==> src/frame_defs.svh <==
`ifndef FRAME_DEFS_SVH
`define FRAME_DEFS_SVH

// framing characters
`define CH_COLON      8'h3A
`define CH_CR         8'h0D
`define CH_LF         8'h0A
`define CH_DIG_LO     8'h30
`define CH_DIG_HI     8'h39
`define CH_UP_LO      8'h41
`define CH_UP_HI      8'h46
`define CH_DIG_OFS    8'h30
`define CH_UP_OFS     8'h37
`define NIB_UP_ADJ    4'h9
`define NIB_DIG_MAX   4'h9

// check values
`define CRC_PRESET    16'hFFFF
`define CRC_POLY      16'hA001
`define CRC_STEPS     4'h8
`define LRC_CLEAR     8'h00
`define LRC_ONE       8'h01

// function codes and station
`define FN_LOOP       8'h08
`define FN_WRITE      8'h10
`define BCAST_ADDR    8'h00

// stored frame layout, byte indices
`define IDX_ADDR      5'h00
`define IDX_FUNC      5'h01
`define IDX_START_HI  5'h02
`define IDX_START_LO  5'h03
`define IDX_WC_HI     5'h04
`define IDX_WC_LO     5'h05
`define IDX_BC        5'h06
`define IDX_DATA      5'h07
`define MEM_LAST      5'h1F
`define MEM_WORDS     32
`define HDR_LEN8      8'h07
`define LOOP_LEN8     8'h06
`define MAX_WORDS     8'h0C
`define ASC_CHK_LEN   8'h01
`define RTU_CHK_LEN   8'h02
`define ASC_MIN       5'h03
`define RTU_MIN       5'h04

// reply item positions
`define ASC_LRC_HI    5'h0D
`define ASC_CR        5'h0F
`define ASC_LAST      5'h10
`define ASC_BODY_LAST 5'h0C
`define RTU_CRC_LO    5'h06
`define RTU_LAST      5'h07

// timing
`define GAP_MS        10
`define CLK_KHZ       250000
`define FIFO_DEPTH    32

`endif

==> src/frame_pkg.sv <==
package frame_pkg;

	typedef enum logic [1:0]
	{
		ST_RX    = 2'b00,
		ST_WRITE = 2'b01,
		ST_TX    = 2'b10
	} state_type;

endpackage : frame_pkg

==> src/frame_check.sv <==
`include "frame_defs.svh"

module char_fifo
	#(
		parameter int WIDTH = 8,
		parameter int DEPTH = 32
	)
	(
		// clock and reset
		input  wire logic             clk,
		input  wire logic             rstn,
		// fill side
		input  wire logic [WIDTH-1:0] in_data,
		input  wire logic             in_valid,
		output logic                  in_ready,
		// drain side
		output logic      [WIDTH-1:0] out_data,
		output logic                  out_valid,
		input  wire logic             out_ready
	);

	// depth must be a power of two for the pointer wrap
	localparam int AW = $clog2(DEPTH);

	logic [WIDTH-1:0] mem_reg [DEPTH];
	logic [AW:0]      wr_ptr_reg;
	logic [AW:0]      rd_ptr_reg;

	wire full = (wr_ptr_reg ^ rd_ptr_reg) == {1'b1, {AW{1'b0}}};
	wire push = in_valid & ~full;
	wire pop  = out_valid & out_ready;

	assign in_ready  = ~full;
	assign out_valid = wr_ptr_reg != rd_ptr_reg;
	assign out_data  = mem_reg[rd_ptr_reg[AW-1:0]];

	always_ff @(posedge clk)
	begin
		if (push)
			mem_reg[wr_ptr_reg[AW-1:0]] <= in_data;
	end

	always_ff @(posedge clk or negedge rstn)
	begin
		if (!rstn)
		begin
			wr_ptr_reg <= '0;
			rd_ptr_reg <= '0;
		end
		else
		begin
			wr_ptr_reg <= wr_ptr_reg + (AW+1)'(push);
			rd_ptr_reg <= rd_ptr_reg + (AW+1)'(pop);
		end
	end

endmodule : char_fifo

module frame_check
	import frame_pkg::*;
	#(
		parameter int GAP_CYCLES = `GAP_MS * `CLK_KHZ
	)
	(
		// clock and reset
		input  wire logic        clk,
		input  wire logic        rstn,
		// configuration
		input  wire logic        ascii_mode,
		input  wire logic [7:0]  station_addr,
		// received characters
		input  wire logic [7:0]  rx_data,
		input  wire logic        rx_valid,
		output logic             rx_ready,
		// transmitted characters
		output logic [7:0]       tx_data,
		output logic             tx_valid,
		input  wire logic        tx_ready,
		// register writes
		output logic             wr_valid,
		output logic [15:0]      wr_addr,
		output logic [15:0]      wr_data,
		// frame results
		output logic             frame_ok,
		output logic             frame_err
	);

	localparam int GW = $clog2(GAP_CYCLES + 1);

	function automatic logic [7:0] hex_char(input logic [3:0] n);
		hex_char = (n > `NIB_DIG_MAX) ? {4'h0, n} + `CH_UP_OFS
			: {4'h0, n} + `CH_DIG_OFS;
	endfunction : hex_char

	state_type   state_reg;
	state_type   state_next;
	logic [7:0]  mem_reg [`MEM_WORDS];
	logic [4:0]  cnt_reg;
	logic [GW-1:0] gap_reg;
	logic [15:0] crc_reg;
	logic [3:0]  crc_cnt_reg;
	logic [7:0]  lrc_reg;
	logic        in_frame_reg;
	logic        half_reg;
	logic        cr_reg;
	logic        bad_reg;
	logic [3:0]  hi_nib_reg;
	logic [3:0]  wk_reg;
	logic [4:0]  tx_cnt_reg;
	logic        rx_ready_reg;
	logic [7:0]  tx_data_reg;
	logic        tx_valid_reg;
	logic        wr_valid_reg;
	logic [15:0] wr_addr_reg;
	logic [15:0] wr_data_reg;
	logic        frame_ok_reg;
	logic        frame_err_reg;
	logic        fifo_in_ready;
	logic [7:0]  fifo_out_data;
	logic        fifo_out_valid;

	// receive decode
	wire rx_take  = rx_valid & rx_ready_reg;
	wire is_dig   = rx_data >= `CH_DIG_LO && rx_data <= `CH_DIG_HI;
	wire is_up    = rx_data >= `CH_UP_LO && rx_data <= `CH_UP_HI;
	wire [3:0] rx_nib = is_up ? rx_data[3:0] + `NIB_UP_ADJ : rx_data[3:0];
	wire asc_take  = rx_take & ascii_mode;
	wire asc_start = asc_take & rx_data == `CH_COLON;
	wire asc_in    = asc_take & in_frame_reg & ~asc_start;
	wire asc_hex   = asc_in & ~cr_reg & (is_dig | is_up);
	wire asc_cr    = asc_in & ~cr_reg & rx_data == `CH_CR;
	wire asc_end   = asc_in & cr_reg & rx_data == `CH_LF;
	wire asc_other = asc_in & ~asc_hex & ~asc_cr & ~asc_end;
	wire asc_store = asc_hex & half_reg;
	wire rtu_store = rx_take & ~ascii_mode;
	wire store     = asc_store | rtu_store;
	wire [7:0] store_byte = ascii_mode ? {hi_nib_reg, rx_nib} : rx_data;
	wire gap_full  = gap_reg == GW'(GAP_CYCLES);
	wire rtu_end   = ~ascii_mode & cnt_reg != 5'h00 & gap_full
		& crc_cnt_reg == 4'h0;
	wire frame_end = asc_end | rtu_end;

	// frame acceptance
	wire [7:0] cnt8    = {3'b000, cnt_reg};
	wire [7:0] chk_len = ascii_mode ? `ASC_CHK_LEN : `RTU_CHK_LEN;
	wire [7:0] wc      = mem_reg[`IDX_WC_LO];
	wire [7:0] bc      = mem_reg[`IDX_BC];
	wire [7:0] func    = mem_reg[`IDX_FUNC];
	wire bcast    = mem_reg[`IDX_ADDR] == `BCAST_ADDR;
	wire hit      = bcast | mem_reg[`IDX_ADDR] == station_addr;
	wire write_ok = func == `FN_WRITE && mem_reg[`IDX_WC_HI] == 8'h00
		&& wc != 8'h00 && wc <= `MAX_WORDS && bc == {wc[6:0], 1'b0}
		&& cnt8 == `HDR_LEN8 + bc + chk_len;
	wire loop_ok  = func == `FN_LOOP && cnt8 == `LOOP_LEN8 + chk_len;
	wire sum_ok   = ascii_mode
		? lrc_reg == `LRC_CLEAR && ~half_reg && cnt_reg >= `ASC_MIN
		: crc_reg == 16'h0000 && cnt_reg >= `RTU_MIN;
	wire check_ok = ~bad_reg & sum_ok;
	wire accept   = frame_end & check_ok & hit & (write_ok | loop_ok);

	// reply stream
	wire push      = state_reg == ST_TX & fifo_in_ready
		& crc_cnt_reg == 4'h0;
	wire [4:0] tx_m1 = tx_cnt_reg - 5'h01;
	wire asc_nhi   = ~tx_m1[0];
	wire [7:0] tx_src = ascii_mode ? mem_reg[{2'b00, tx_m1[3:1]}]
		: mem_reg[{2'b00, tx_cnt_reg[2:0]}];
	wire [7:0] lrc_neg = ~lrc_reg + `LRC_ONE;
	wire [7:0] asc_byte = tx_cnt_reg >= `ASC_LRC_HI ? lrc_neg : tx_src;
	wire [3:0] asc_nib  = asc_nhi ? asc_byte[7:4] : asc_byte[3:0];
	wire [7:0] asc_char = tx_cnt_reg == 5'h00 ? `CH_COLON
		: tx_cnt_reg < `ASC_CR ? hex_char(asc_nib)
		: tx_cnt_reg == `ASC_CR ? `CH_CR : `CH_LF;
	wire [7:0] rtu_char = tx_cnt_reg == `RTU_CRC_LO ? crc_reg[7:0]
		: tx_cnt_reg == `RTU_LAST ? crc_reg[15:8] : tx_src;
	wire [7:0] tx_char = ascii_mode ? asc_char : rtu_char;
	wire [4:0] tx_last = ascii_mode ? `ASC_LAST : `RTU_LAST;
	wire tx_lrc_add = push & ascii_mode & tx_cnt_reg != 5'h00
		& tx_cnt_reg <= `ASC_BODY_LAST & asc_nhi;
	wire tx_crc_load = push & ~ascii_mode & tx_cnt_reg < `RTU_CRC_LO;

	// shared cyclic engine, one shift per clock
	wire crc_load   = rtu_store | tx_crc_load;
	wire crc_preset = rtu_store ? cnt_reg == 5'h00 : tx_cnt_reg == 5'h00;
	wire [7:0]  crc_din  = rtu_store ? rx_data : tx_src;
	wire [15:0] crc_base = crc_preset ? `CRC_PRESET : crc_reg;
	wire [15:0] crc_shift = {1'b0, crc_reg[15:1]}
		^ ({16{crc_reg[0]}} & `CRC_POLY);
	wire [3:0] crc_cnt_next = crc_load ? `CRC_STEPS
		: crc_cnt_reg != 4'h0 ? crc_cnt_reg - 4'h1 : 4'h0;

	// write phase
	wire wr_last = wk_reg == wc[3:0] - 4'h1;
	wire [4:0] wd_idx = `IDX_DATA + {wk_reg, 1'b0};

	always_comb
	begin
		state_next = state_reg;
		case (state_reg)
			ST_RX:
				if (accept)
					state_next = write_ok ? ST_WRITE
						: bcast ? ST_RX : ST_TX;
			ST_WRITE:
				if (wr_last)
					state_next = bcast ? ST_RX : ST_TX;
			ST_TX:
				if (push && tx_cnt_reg == tx_last)
					state_next = ST_RX;
			default:
				state_next = ST_RX;
		endcase
	end

	always_ff @(posedge clk or negedge rstn)
	begin
		if (!rstn)
		begin
			state_reg    <= ST_RX;
			rx_ready_reg <= 1'b0;
			wk_reg       <= 4'h0;
			tx_cnt_reg   <= 5'h00;
		end
		else
		begin
			state_reg    <= state_next;
			// input held off while the engine shifts or a reply runs
			rx_ready_reg <= state_next == ST_RX && crc_cnt_next == 4'h0;
			wk_reg       <= state_reg == ST_WRITE ? wk_reg + 4'h1 : 4'h0;
			tx_cnt_reg   <= state_reg != ST_TX ? 5'h00
				: tx_cnt_reg + 5'(push);
		end
	end

	always_ff @(posedge clk)
	begin
		if (store)
			mem_reg[cnt_reg] <= store_byte;
	end

	always_ff @(posedge clk or negedge rstn)
	begin
		if (!rstn)
		begin
			cnt_reg <= 5'h00;
			gap_reg <= '0;
			bad_reg <= 1'b0;
		end
		else
		begin
			if (frame_end | asc_start)
				cnt_reg <= 5'h00;
			else if (store && cnt_reg != `MEM_LAST)
				cnt_reg <= cnt_reg + 5'h01;
			// silence timer frames rtu messages
			if (rx_take)
				gap_reg <= '0;
			else if (!gap_full)
				gap_reg <= gap_reg + GW'(1);
			if (frame_end | asc_start)
				bad_reg <= 1'b0;
			else if (asc_other | (store & cnt_reg == `MEM_LAST))
				bad_reg <= 1'b1;
		end
	end

	always_ff @(posedge clk or negedge rstn)
	begin
		if (!rstn)
		begin
			in_frame_reg <= 1'b0;
			half_reg     <= 1'b0;
			cr_reg       <= 1'b0;
			hi_nib_reg   <= 4'h0;
		end
		else
		begin
			if (asc_start | asc_end)
				in_frame_reg <= asc_start;
			if (asc_start)
				half_reg <= 1'b0;
			else if (asc_hex)
				half_reg <= ~half_reg;
			if (asc_start | asc_end)
				cr_reg <= 1'b0;
			else if (asc_cr)
				cr_reg <= 1'b1;
			if (asc_hex & ~half_reg)
				hi_nib_reg <= rx_nib;
		end
	end

	always_ff @(posedge clk or negedge rstn)
	begin
		if (!rstn)
			lrc_reg <= `LRC_CLEAR;
		else if (frame_end | asc_start)
			lrc_reg <= `LRC_CLEAR;
		else if (asc_store)
			lrc_reg <= lrc_reg + store_byte;
		else if (tx_lrc_add)
			lrc_reg <= lrc_reg + tx_src;
	end

	always_ff @(posedge clk or negedge rstn)
	begin
		if (!rstn)
		begin
			crc_reg     <= `CRC_PRESET;
			crc_cnt_reg <= 4'h0;
		end
		else
		begin
			crc_cnt_reg <= crc_cnt_next;
			if (crc_load)
				crc_reg <= crc_base ^ {8'h00, crc_din};
			else if (crc_cnt_reg != 4'h0)
				crc_reg <= crc_shift;
		end
	end

	always_ff @(posedge clk or negedge rstn)
	begin
		if (!rstn)
		begin
			wr_valid_reg  <= 1'b0;
			wr_addr_reg   <= 16'h0000;
			wr_data_reg   <= 16'h0000;
			frame_ok_reg  <= 1'b0;
			frame_err_reg <= 1'b0;
		end
		else
		begin
			wr_valid_reg  <= state_reg == ST_WRITE;
			wr_addr_reg   <= {mem_reg[`IDX_START_HI], mem_reg[`IDX_START_LO]}
				+ {12'h000, wk_reg};
			wr_data_reg   <= {mem_reg[wd_idx], mem_reg[wd_idx + 5'h01]};
			frame_ok_reg  <= accept;
			frame_err_reg <= frame_end & ~check_ok;
		end
	end

	// output stage keeps the port a plain flop
	wire fifo_out_ready = ~tx_valid_reg | tx_ready;

	char_fifo #(.WIDTH(8), .DEPTH(`FIFO_DEPTH)) reply_fifo
	(
		.clk       (clk),
		.rstn      (rstn),
		.in_data   (tx_char),
		.in_valid  (push),
		.in_ready  (fifo_in_ready),
		.out_data  (fifo_out_data),
		.out_valid (fifo_out_valid),
		.out_ready (fifo_out_ready)
	);

	always_ff @(posedge clk or negedge rstn)
	begin
		if (!rstn)
		begin
			tx_valid_reg <= 1'b0;
			tx_data_reg  <= 8'h00;
		end
		else if (fifo_out_ready)
		begin
			tx_valid_reg <= fifo_out_valid;
			tx_data_reg  <= fifo_out_data;
		end
	end

	assign rx_ready  = rx_ready_reg;
	assign tx_data   = tx_data_reg;
	assign tx_valid  = tx_valid_reg;
	assign wr_valid  = wr_valid_reg;
	assign wr_addr   = wr_addr_reg;
	assign wr_data   = wr_data_reg;
	assign frame_ok  = frame_ok_reg;
	assign frame_err = frame_err_reg;
endmodule : frame_check

==> config.mk <==
export PLATFORM = sky130hd
export DESIGN_NAME = frame_check
export DESIGN_NICKNAME = d
export VERILOG_FILES = /design/src/frame_pkg.sv /design/src/frame_check.sv
export VERILOG_INCLUDE_DIRS = /design/src
export SDC_FILE = /design/constraint.sdc
export NUM_CORES = 1
export LEC_CHECK = 0
export ABC_AREA = 1
export BUFFER_PORTS_ARGS = -buffer_cell sky130_fd_sc_hd__buf_2
export CAP_MARGIN = 20
export CORE_ASPECT_RATIO = 0.7
export CORE_MARGIN = 4
export CORE_UTILIZATION = 65
export DETAILED_ROUTE_END_ITERATION = 10
export PLACE_DENSITY = 0.82
export SETUP_SLACK_MARGIN = 0.4
export SYNTH_ARGS = -nofsm -noshare
export SYNTH_HDL_FRONTEND = slang
export SYNTH_SLANG_ARGS = --single-unit
==> constraint.sdc <==
create_clock -name clk -period 6.9 [get_ports clk]
set_input_delay 0.69 -clock clk [delete_from_list [all_inputs] [get_ports clk]]
set_output_delay 0.69 -clock clk [all_outputs]
set_load 0.01 [all_outputs]
### After elaboration in Yosys (flattened, before gate mapping)

Memory sizes are Yosys's and may differ from the RTL's. A register that Yosys moved wholly into a read port is not among the register bits.
Cells that the tools add are included.

| word-level totals | value |
|---|---|
| bits in registers | 107 |
| memory bits (writable) | 512 |
| input bits | 21 |
| output and inout port bits | 45 |
| word-level logic and storage cells | 224 |
| memories kept | 2 |

| operators by class | value |
|---|---|
| add/subtract/negate cells | 21 |
| $lt $le $gt $ge | 12 |
| eq/ne operators | 23 |
| muxes and demuxes | 47 |
| bitwise operators | 61 |
| reduce and logical (&&, ||, !) cells | 37 |

Memory list:

| name | depth | bits a word | rd ports | clocked after Yosys merged registers in | wr ports | RTL line | text |
|---|---|---|---|---|---|---|---|
| mem_reg | 32 | 8 | 11 | 2 | 1 | frame_check.sv:97 | `` logic [7:0] mem_reg [`MEM_WORDS]; `` |
| reply_fifo.mem_reg | 32 | 8 | 1 | 1 | 1 | frame_check.sv:25 | `logic [WIDTH-1:0] mem_reg [DEPTH];` |

Operator list:

| kind | count |
|---|---|
| 8-bit two-way mux | 10 |
| 16-bit two-way mux | 3 |
| 22-bit two-way mux | 2 |
| 1-bit AND | 35 |
| 8-bit by 4-bit equality test with 1-bit output (second input constant) | 3 |
| 8-bit logical NOT | 3 |
| 22-bit by 1-bit adder with 22-bit output (second input constant) | 1 |
| 22-bit equality test (second input constant) | 1 |
| 7-bit two-way mux | 3 |
| 4-bit two-way mux | 5 |
| 5-bit two-way mux | 4 |
| 16-bit by 4-bit adder with 16-bit output | 1 |
| 8-bit adder | 2 |
| 8-bit equality test | 2 |
| 16-bit logical NOT | 1 |
| 15-bit by 16-bit bitwise XOR with 16-bit output | 1 |
| 16-bit by 8-bit bitwise XOR with 16-bit output | 1 |
| 4-bit by 6-bit adder with 7-bit output (second input constant) | 2 |
| 1-bit logical AND | 14 |
| 6-bit by 1-bit adder with 6-bit output | 2 |
| 1-bit two-way mux | 12 |
| 2-bit two-way mux | 6 |
| 1-bit inverter | 12 |
| 4-bit by 1-bit subtractor with 4-bit output (second input constant) | 3 |
| other kinds (50) | 72 |

### Depth between registers and ports, before layout

Gate-level depths: netlist of run 1.

| depth | value |
|---|---|
| depth in word-level cells | 15 |
| mapped depth | 25 |
| mapped depth without buffers | 22 |

### Hierarchy

Synthesis of run 1 repeated with hierarchy kept, for this count alone.

| second synthesis, totals | value |
|---|---|
| cell total of the unflattened synthesis | 3,270 |
| area total of the unflattened synthesis | 31,307.5 µm² |

By module, submodules not included:

| module | times used | cells an instance | area an instance (µm²) | seq. area each (µm²) |
|---|---|---|---|---|
| frame_check | 1 | 2,150 | 19,641.3 | 10,685.2 |
| char_fifo | 1 | 1,120 | 11,666.2 | 7,987.7 |

### Worst setup path before layout of run 1

No wires, ideal clock.

| path | value |
|---|---|
| path kind | input-to-reg |
| start point | in rx_data[0] |
| end point | reg lrc_reg[6] |
| setup time | 0.083 ns |
| arrival | 4.318 ns |
| required time | 6.817 ns |
| slack | 2.499 ns |
| stages on the path | 19 |
| buffers on the path | 1 |
| cells stage by stage | inv_1 -> ha_1 -> nand2_1 -> o21ai_1 -> or2_1 -> buf_2 -> nor2_1 -> o21ai_0 -> nand2_1 -> o21ai_0 -> inv_1 -> fa_1 -> nor2_1 -> o21ai_0 -> and2_1 -> o21ai_0 -> a21oi_1 -> xor2_1 -> o21ai_0 |

| between the ends | value |
|---|---|
| elaborated cells between the ends (all ways) | 26 |
| those cells by class | add/sub: 2; order compare: 4; eq/ne: 2; mux: 4; bitwise: 11; reduce/logical: 3 |

RTL lines:

| element | RTL line | text |
|---|---|---|
| from (decl) | frame_check.sv:72 | `input wire logic [7:0] rx_data,` |
| 8-bit by 7-bit >= comparator with 1-bit output (no source line) / 8-bit by 7-bit less-or-equal comparator with 1-bit output (equally long branches) | - |  |
| 1-bit logical AND (no source line) | - |  |
| 4-bit two-way mux * | frame_check.sv:126 | `` wire [3:0] rx_nib = is_up ? rx_data[3:0] + `NIB_UP_ADJ : rx_data[3:0]; `` |
| 8-bit two-way mux * | frame_check.sv:137 | `wire [7:0] store_byte = ascii_mode ? {hi_nib_reg, rx_nib} : rx_data;` |
| net store_byte[1] | frame_check.sv:137 |  |
| 8-bit adder * | frame_check.sv:300 | `lrc_reg <= lrc_reg + store_byte;` |
| 8-bit two-way mux * | frame_check.sv:299 | `else if (asc_store)` |
| 8-bit two-way mux * | frame_check.sv:297 | `else if (frame_end \| asc_start)` |
| to (signal assigned) | frame_check.sv:298 | `` lrc_reg <= `LRC_CLEAR; `` |
| to (signal assigned) | frame_check.sv:300 |  |
| to (signal assigned) | frame_check.sv:302 | `lrc_reg <= lrc_reg + tx_src;` |
| to (decl) | frame_check.sv:102 | `logic [7:0] lrc_reg;` |

Mark *: on every way through the listed nets, which the timed path passes. The rest lies on a longest branch.
A chain may end at the register's enable or synchronous reset.

### Worst setup path in the final report of run 1

| path | value |
|---|---|
| start point | reg tx_cnt_reg[1] |
| end point | mem reply_fifo.mem_reg[0][0], data pin |

| between the ends | value |
|---|---|
| longest elaborated chain between the ends | 10 |
| elaborated cells between the ends (all ways) | 21 |
| those cells by class | add/sub: 3; order compare: 3; eq/ne: 3; mux: 10; reduce/logical: 1; memory: 1 |

Ends and longest elaborated chain:

| element | RTL line | text |
|---|---|---|
| from (decl) | frame_check.sv:109 | `logic [4:0] tx_cnt_reg;` |
| from (signal assigned) | frame_check.sv:230 | `tx_cnt_reg <= state_reg != ST_TX ? 5'h00` |
| 4-bit by 1-bit subtractor with 4-bit output | frame_check.sv:164 | `wire [4:0] tx_m1 = tx_cnt_reg - 5'h01;` |
| memory read 32 x 8 bit | - |  |
| 8-bit two-way mux | frame_check.sv:166 | `wire [7:0] tx_src = ascii_mode ? mem_reg[{2'b00, tx_m1[3:1]}]` |
| 8-bit two-way mux | frame_check.sv:169 | `` wire [7:0] asc_byte = tx_cnt_reg >= `ASC_LRC_HI ? lrc_neg : tx_src; `` |
| 4-bit two-way mux | frame_check.sv:170 | `wire [3:0] asc_nib = asc_nhi ? asc_byte[7:4] : asc_byte[3:0];` |
| 4-bit by 6-bit adder with 7-bit output (no source line) / 4-bit greater-than comparator (equally long branches) | - |  |
| 7-bit two-way mux (no source line) (3 in series) | - |  |
| 8-bit two-way mux * | frame_check.sv:176 | `wire [7:0] tx_char = ascii_mode ? asc_char : rtu_char;` |
| net reply_fifo.in_data[0] | frame_check.sv:13 | `input wire logic [WIDTH-1:0] in_data,` |
| to (decl) | frame_check.sv:25 |  |

Marks and branches as above.

==> results of run 1 <==
-- metal layers --
metal / global-route usage (%) / wire [um] / vias up
li1: - / - / 10200
met1: 55.24 / 36170 / 11200
met2: 48.83 / 36740 / 1654
met3: 10.69 / 13140 / 149
met4: 6.640 / 1677 / 2
met5: 0 / 7 / -
-- per-stage QoR --
stage | instances | hold slack (ns)
after CTS | 3551 | 0.2179
final | 3557 | 0.1962
after floorplan | 2878 | 0.3944
after global routing | 3556 | 0.2500
after detailed placement | 3447 | 0.4707
after global placement | 3447 | 0.4579
-- layout make-up --
cell class | count | area (um2)
Multi-Input combinational cell | 1877 | 9802
Sequential cell | 643 | 18680
Inverter | 225 | 849.6
Tap cell | 603 | 754.5
Fill cell | 3131 | 12720
Clock buffer | 75 | 1554
Timing Repair Buffer | 101 | 616.8
Antenna cell | 4 | 10.01
Clock inverter | 29 | 235.2
-- Yosys cell counts (22+ instances only) --
master	instances	area (um2)
nor2_1	352	1321
a21oi_1	65	325.3
o221ai_1	40	350.3
o211ai_1	22	165.2
clkbuf_1	92	345.3
nand4_1	42	262.8
nand2_1	512	1922
o22ai_1	71	444.2
o21ai_0	316	1582
ha_1	47	588.1
inv_1	204	765.7
dfrtp_1	115	2878
edfxtp_1	512	15370
xor2_1	45	394.1
nand3_1	178	890.9
nor3_1	30	150.1
buf_2	24	120.1
a22o_1	24	210.2
-- power groups by stage --
stage / logic [mW] / clock network [mW] / registers [mW]
finish: 1.98 / 3.09 / 4.62
global route: 2.17 / 3.28 / 4.64
CTS: 1.92 / 3.10 / 4.61
detailed placement: 1.89 / 0 / 4.69
global placement: 1.81 / 0 / 4.68
floorplan: 1.36 / 0 / 4.58
-- cell usage in the layout, fill, tap and decap left out, drive strengths merged, types with 44 or more instances in the layout --
cell type and n:
a21oi 67, o21ai 319, nand4 44, dfrtp 115
edfxtp 512, nand3 180, xor2 47, ha 47
inv 223, nand2 519, buf 101, o22ai 71
nor2 360, clkbuf 75
-- worst max path at each step --
| stage | start | endpoint | slack, ns | depth (start not counted) |
|---|---|---|---|---|
| floorplan | rx_data[0] | lrc_reg[6] | 2.50 | 19 |
| global placement | tx_cnt_reg[1] | reply_fifo.mem_reg[11][0] | 2.24 | 22 |
| detailed placement | tx_cnt_reg[1] | reply_fifo.mem_reg[10][0] | 2.05 | 22 |
| CTS | tx_cnt_reg[1] | reply_fifo.mem_reg[0][0] | 2.05 | 22 |
| global route | tx_cnt_reg[1] | reply_fifo.mem_reg[7][0] | 1.52 | 22 |
| finish | tx_cnt_reg[1] | reply_fifo.mem_reg[0][0] | 1.92 | 20 |
-- logic make-up (layout without fill, tap and decap cells) --
family	Yosys count	after routing	share of synthesized area [%]
AOI/OAI and AO/OA	610	610	12.25
xor gates and xnor gates	63	63	1.974
adders and majority gates	50	50	2.171
buffers and inverters	358	430	4.769
DFF	643	643	62.55
other	0	4	0
and+or+nand+nor	1154	1154	16.29
-- worst max-delay path: stages, from the launching register on --
cell and delay, ns:
dfrtp_1 0.64, inv_2 0.21, ha_1 0.73, buf_4 0.41, nand2_1 0.08, o21ai_0 0.08, nand2_1 0.08, nand3_1 0.16
nand3_1 0.11, nand3_1 0.09, nand2_1 0.06, nand2_1 0.12, inv_1 0.09, ha_1 0.20, or2_2 0.30, nand3_1 0.11
nand2_1 0.12, inv_2 0.09, nand3_1 0.06, nand3_1 0.07, nand2_1 0.61
==> reports/metrics.cfg, run 1 <==
[drt]
routed_wl_mm = 87.74
drt_iter0_markers = 3564
dr.pass1.iters = 8
vias = 23200
via_per_inst = 6.522
drc = 0
ant_nets = 0
wl_per_cell_um = 24.67

[synthesis]
ys_ff_latch = 643
syn_avg_cell_area_um2 = 10.37
async_flop_share_pct = 20.37
synth_top_flop_cell = edfxtp_1
ys_seq_area_share_pct = 62.55
syn_nets = 2949
ys.warnings.count = 0
syn-instance-count = 2878
synth.distinct_cells = 62
synth_edf_count = 512
synth_area_um2 = 29850

[place]
place_area_um2 = 30670
hpwl_mm = 58.92
portBuffers = 65
place.gp.congestion = 0.9894
dp_slack_ns = 2.046

[sta]
setup-tns-final_ns = 0
period_share_pct = 72.11
timing.fmax_mhz = 201.0
finalSetupViolCount = 0
rsz0062_at_grt = no
slew_headroom_pct = 25.21
tightest_slew_ns = 1.118
finalClockSkew_ns = 0.02008
fin_crit_ns = 4.976
drv_slew = 0
worst_slack_ns = 1.924
hold_viol = 0

[clocking]
tritoncts = done
post_cts_resized = 0
ctsRootBufferMaster = clkbuf_16
clk_pin_slew_ns = 0.07
postCtsSetupRepairBufs = 0
clk_path_buf_depth = 3
clk_latency_ns = 0.60
htree_levels = 2
clock_sinks = 643
numCtsBuffers = 56
holdBufCountCts = 0

[grt]
grt_pass1_wl_mm = 133.8
grt_antenna_before_repair = 5
grt_pass1_vias = 22020
grt.total_usage_pct = 35.01
grt.overflow.total = 0
grt_max_degree = 81

[floorplan]
core_area_um2 = 45220
num_rows = 65
ioPinCount = 66
initial_core_util_pct = 66.02
die_w_um = 264.2
die-area_um2 = 49480
die_h_um = 187.3

[run]
drv_cap = 0

[worst_setup_path]
cp.arrival_ns = 5.05
crit_path_max_fanout = 35
cp-start-kind = flip-flop
r2r_end = reply_fifo.mem_reg[0][0]
r2r-start = tx_cnt_reg[1]
rr_worst_depth = 20
rrSetupSlack_ns = 1.92
path_class = reg2reg
worstSetupEndpointType = flip-flop
required_ns = 6.97

[final_layout]
fin_area_um2 = 32500
final_util_pct = 71.87
syn_to_final_growth_pct = 8.864
drive_gt1_share_pct = 9.017
nets = 2975

[power_and_ir_drop]
clock_power_share_pct = 31.9
power.static_leakage_nw = 12.32
power_mw = 9.691
power_density_nw_per_um2 = 298.2
internal_power_mw = 6.674
p_switching_mw = 3.017
vdd_ir_drop_max_uv = 372.0
seqPwrFrac_pct = 47.7
swShare_pct = 31.14
combinationalPowerShare_pct = 20.4

[worst_hold_path]
hold_path_class = in2async

[run_status]
status = finished, final reports clean

(Power assumes the default switching activity.)
==> inputs of run 2 (changes only) <==
--- a/config.mk
+++ b/config.mk
@@ -11,9 +11,9 @@
 export CAP_MARGIN = 20
 export CORE_ASPECT_RATIO = 0.7
 export CORE_MARGIN = 4
-export CORE_UTILIZATION = 65
+export CORE_UTILIZATION = 63
 export DETAILED_ROUTE_END_ITERATION = 10
-export PLACE_DENSITY = 0.82
+export PLACE_DENSITY = 0.8
 export SETUP_SLACK_MARGIN = 0.4
 export SYNTH_ARGS = -nofsm -noshare
 export SYNTH_HDL_FRONTEND = slang
==> constraint.sdc (replaced) <==
create_clock -name clk -period 4.9 [get_ports clk]
set_input_delay 0.49 -clock clk [delete_from_list [all_inputs] [get_ports clk]]
set_output_delay 0.49 -clock clk [all_outputs]
set_load 0.01 [all_outputs]
==> run 2 against run 1 <==
  * Global-route usage down 0.52 points
  * Cell area up 0.77%
  * Critical path type unchanged
  * Via count decreased by 0.34%
  * Count of clock-buffer cells in the layout increased by 4
  * Worst setup slack lost 1.3 ns
  * Worst hold slack improved by 0.00098 ns
  * Combinational power up 46%
  * Flip-flop and latch count did not move
==> reports/metrics.cfg, run 2 (same netlist as run 1, synthesis figures left out) <==
[run_status]
status = finished, final reports clean

[drt]
dr.pass1.iters = 7
wl_per_cell_um = 24.60
via_per_inst = 6.464
vias = 23120
ant_nets = 0
routed_wl_mm = 87.98
drt_iter0_markers = 3852
drc = 0

[clocking]
clk_latency_ns = 0.64
clock_sinks = 643
postCtsSetupRepairBufs = 0
clk_pin_slew_ns = 0.07
htree_levels = 2
numCtsBuffers = 59
tritoncts = done
ctsRootBufferMaster = clkbuf_16
clk_path_buf_depth = 3

[worst_setup_path]
cp.arrival_ns = 4.53
required_ns = 5.19
worstSetupEndpointType = flip-flop
path_class = reg2reg
path_delay_family = simple AND/OR/NAND/NOR gates
max_stage_delay_ns = 0.69
crit_slowest_cell = inv_1
r2r_end = reply_fifo.mem_reg[18][1]
crit_top_cell = nand2_1
crit_buf_inv = 4
crit_chain = inv_4, ha_1, inv_1, nand2_1, nand2_1, nand2_1, nand2_1, nand2_1, nand2_1, nand2_1, nand3_1, nand2_1, nand2_1, inv_1, ha_1, or2_2, nand3_1, nand2_1, nand3_1, nand3_1, nand2_1, inv_1
crit_path_max_fanout = 37
rrSetupSlack_ns = 0.66
cp-start-kind = flip-flop
r2r-start = tx_cnt_reg[0]
rr_worst_depth = 22

[place]
hpwl_mm = 59.26
dp_slack_ns = 0.4730
place.gp.congestion = 1.008
portBuffers = 65

[sta]
timing.fmax_mhz = 236.0
hold_viol = 0
rsz0062_at_grt = yes
finalSetupViolCount = 0
tightest_slew_ns = 1.061
fin_crit_ns = 4.237
slew_headroom_pct = 29.02
setup-tns-final_ns = 0
drv_slew = 0
finalClockSkew_ns = 0.02778
worst_slack_ns = 0.6628
period_share_pct = 86.47

[floorplan]
die_h_um = 190.1
num_rows = 66
initial_core_util_pct = 63.98
ioPinCount = 66
die_w_um = 268.2
die-area_um2 = 50990
core_area_um2 = 46660

[final_layout]
syn_to_final_growth_pct = 9.707
multi_input_area_um2 = 9812
drive_gt1_share_pct = 9.413
register_area_um2 = 18680
layout_common_cells = edfxtp_1, nand2_1, nor2_1
layout_commonest_cell = edfxtp_1
nets = 2984
n_fill_cell = 3300

[worst_hold_path]
min_to = hi_nib_reg[3]
min-delay-start = rx_data[3]
hold_path_class = in2reg
holdPathStages = 3

[grt]
grtUsageMet2_pct = 47.25
grtUsageMet1_pct = 55.14
grt.overflow.total = 0
gr-max-usage-layer = met1
use_met3_pct = 10.45
grt_pass1_wl_mm = 132.7
grt_pass1_vias = 21660
grt.total_usage_pct = 34.49
grt_antenna_before_repair = 2
grt_max_degree = 93

[power_and_ir_drop]
vdd_ir_drop_max_uv = 357.3
power_mw = 14.06
power.static_leakage_nw = 12.43
power_density_nw_per_um2 = 429.2

[run]
drv_cap = 0

-- run 2: through the flow --
stage	util [%]	instances	hold slack (ns)	area [um2]
floorplan	-	2878	0.1944	29850
global placement	65.88	3460	0.4545	30740
detailed placement	65.91	3461	0.4592	30750
CTS	70.10	3574	0.1786	32710
global route	70.20	3577	0.1947	32750
finish	70.20	3577	0.1972	32750
-- run 2: final cells by class --
class | instances | area share (%)
repair buffers | 107 | 2.128
clock buffers | 79 | 4.985
multi-input cells | 1877 | 29.96
clock inverters | 33 | 0.9589
well taps | 612 | 2.338
flip-flops and latches | 643 | 57.03
inverters | 225 | 2.594
diodes | 1 | 0.007641
-- run 2: how the worst max path moves through the flow --
stage	startpoint	end	slack [ns]	depth (start not counted)
2_1_floorplan	rx_data[0]	lrc_reg[6]	0.70	19
3_3_place_gp	tx_cnt_reg[0]	reply_fifo.mem_reg[9][5]	0.62	22
3_5_place_dp	tx_cnt_reg[0]	reply_fifo.mem_reg[2][3]	0.47	22
4_1_cts	tx_cnt_reg[0]	reply_fifo.mem_reg[28][3]	0.45	22
5_1_grt	tx_cnt_reg[0]	reply_fifo.mem_reg[13][1]	0.36	22
6_report	tx_cnt_reg[0]	reply_fifo.mem_reg[18][1]	0.66	22
-- run 2: power breakdown --
| group | total [mW] | internal, mW | switching [mW] | leakage (nW) |
|---|---|---|---|---|
| combinational | 2.89 | 0.839 | 2.05 | 5.25 |
| clock | 4.64 | 2.57 | 2.07 | 0.956 |
| sequential | 6.53 | 6.18 | 0.349 | 6.23 |
-- run 2: routing by layer --
metal  vias to the layer above  routed length (um)  part of all wire (%)
li1                      10240                   -                     -
met5                         -                   0                     0
met4                         0                1485                   1.7
met3                       153               13830                    16
met2                      1727               36230                    41
met1                     11000               36430                    41
-- run 2: worst min-delay path, delay by kind of cell --
kind,cells,cell delay [ns]
buffers and inverters,1,0.13
and+or+nand+nor,1,0.06
AOI/OAI and AO/OA,1,0.10
-- run 2: repair_timing --
action	in CTS	in global routing
gates resized for setup	0	1
hold buffers	1	0
endpoints found under the setup margin	0	64
hold endpoints to repair	32	0
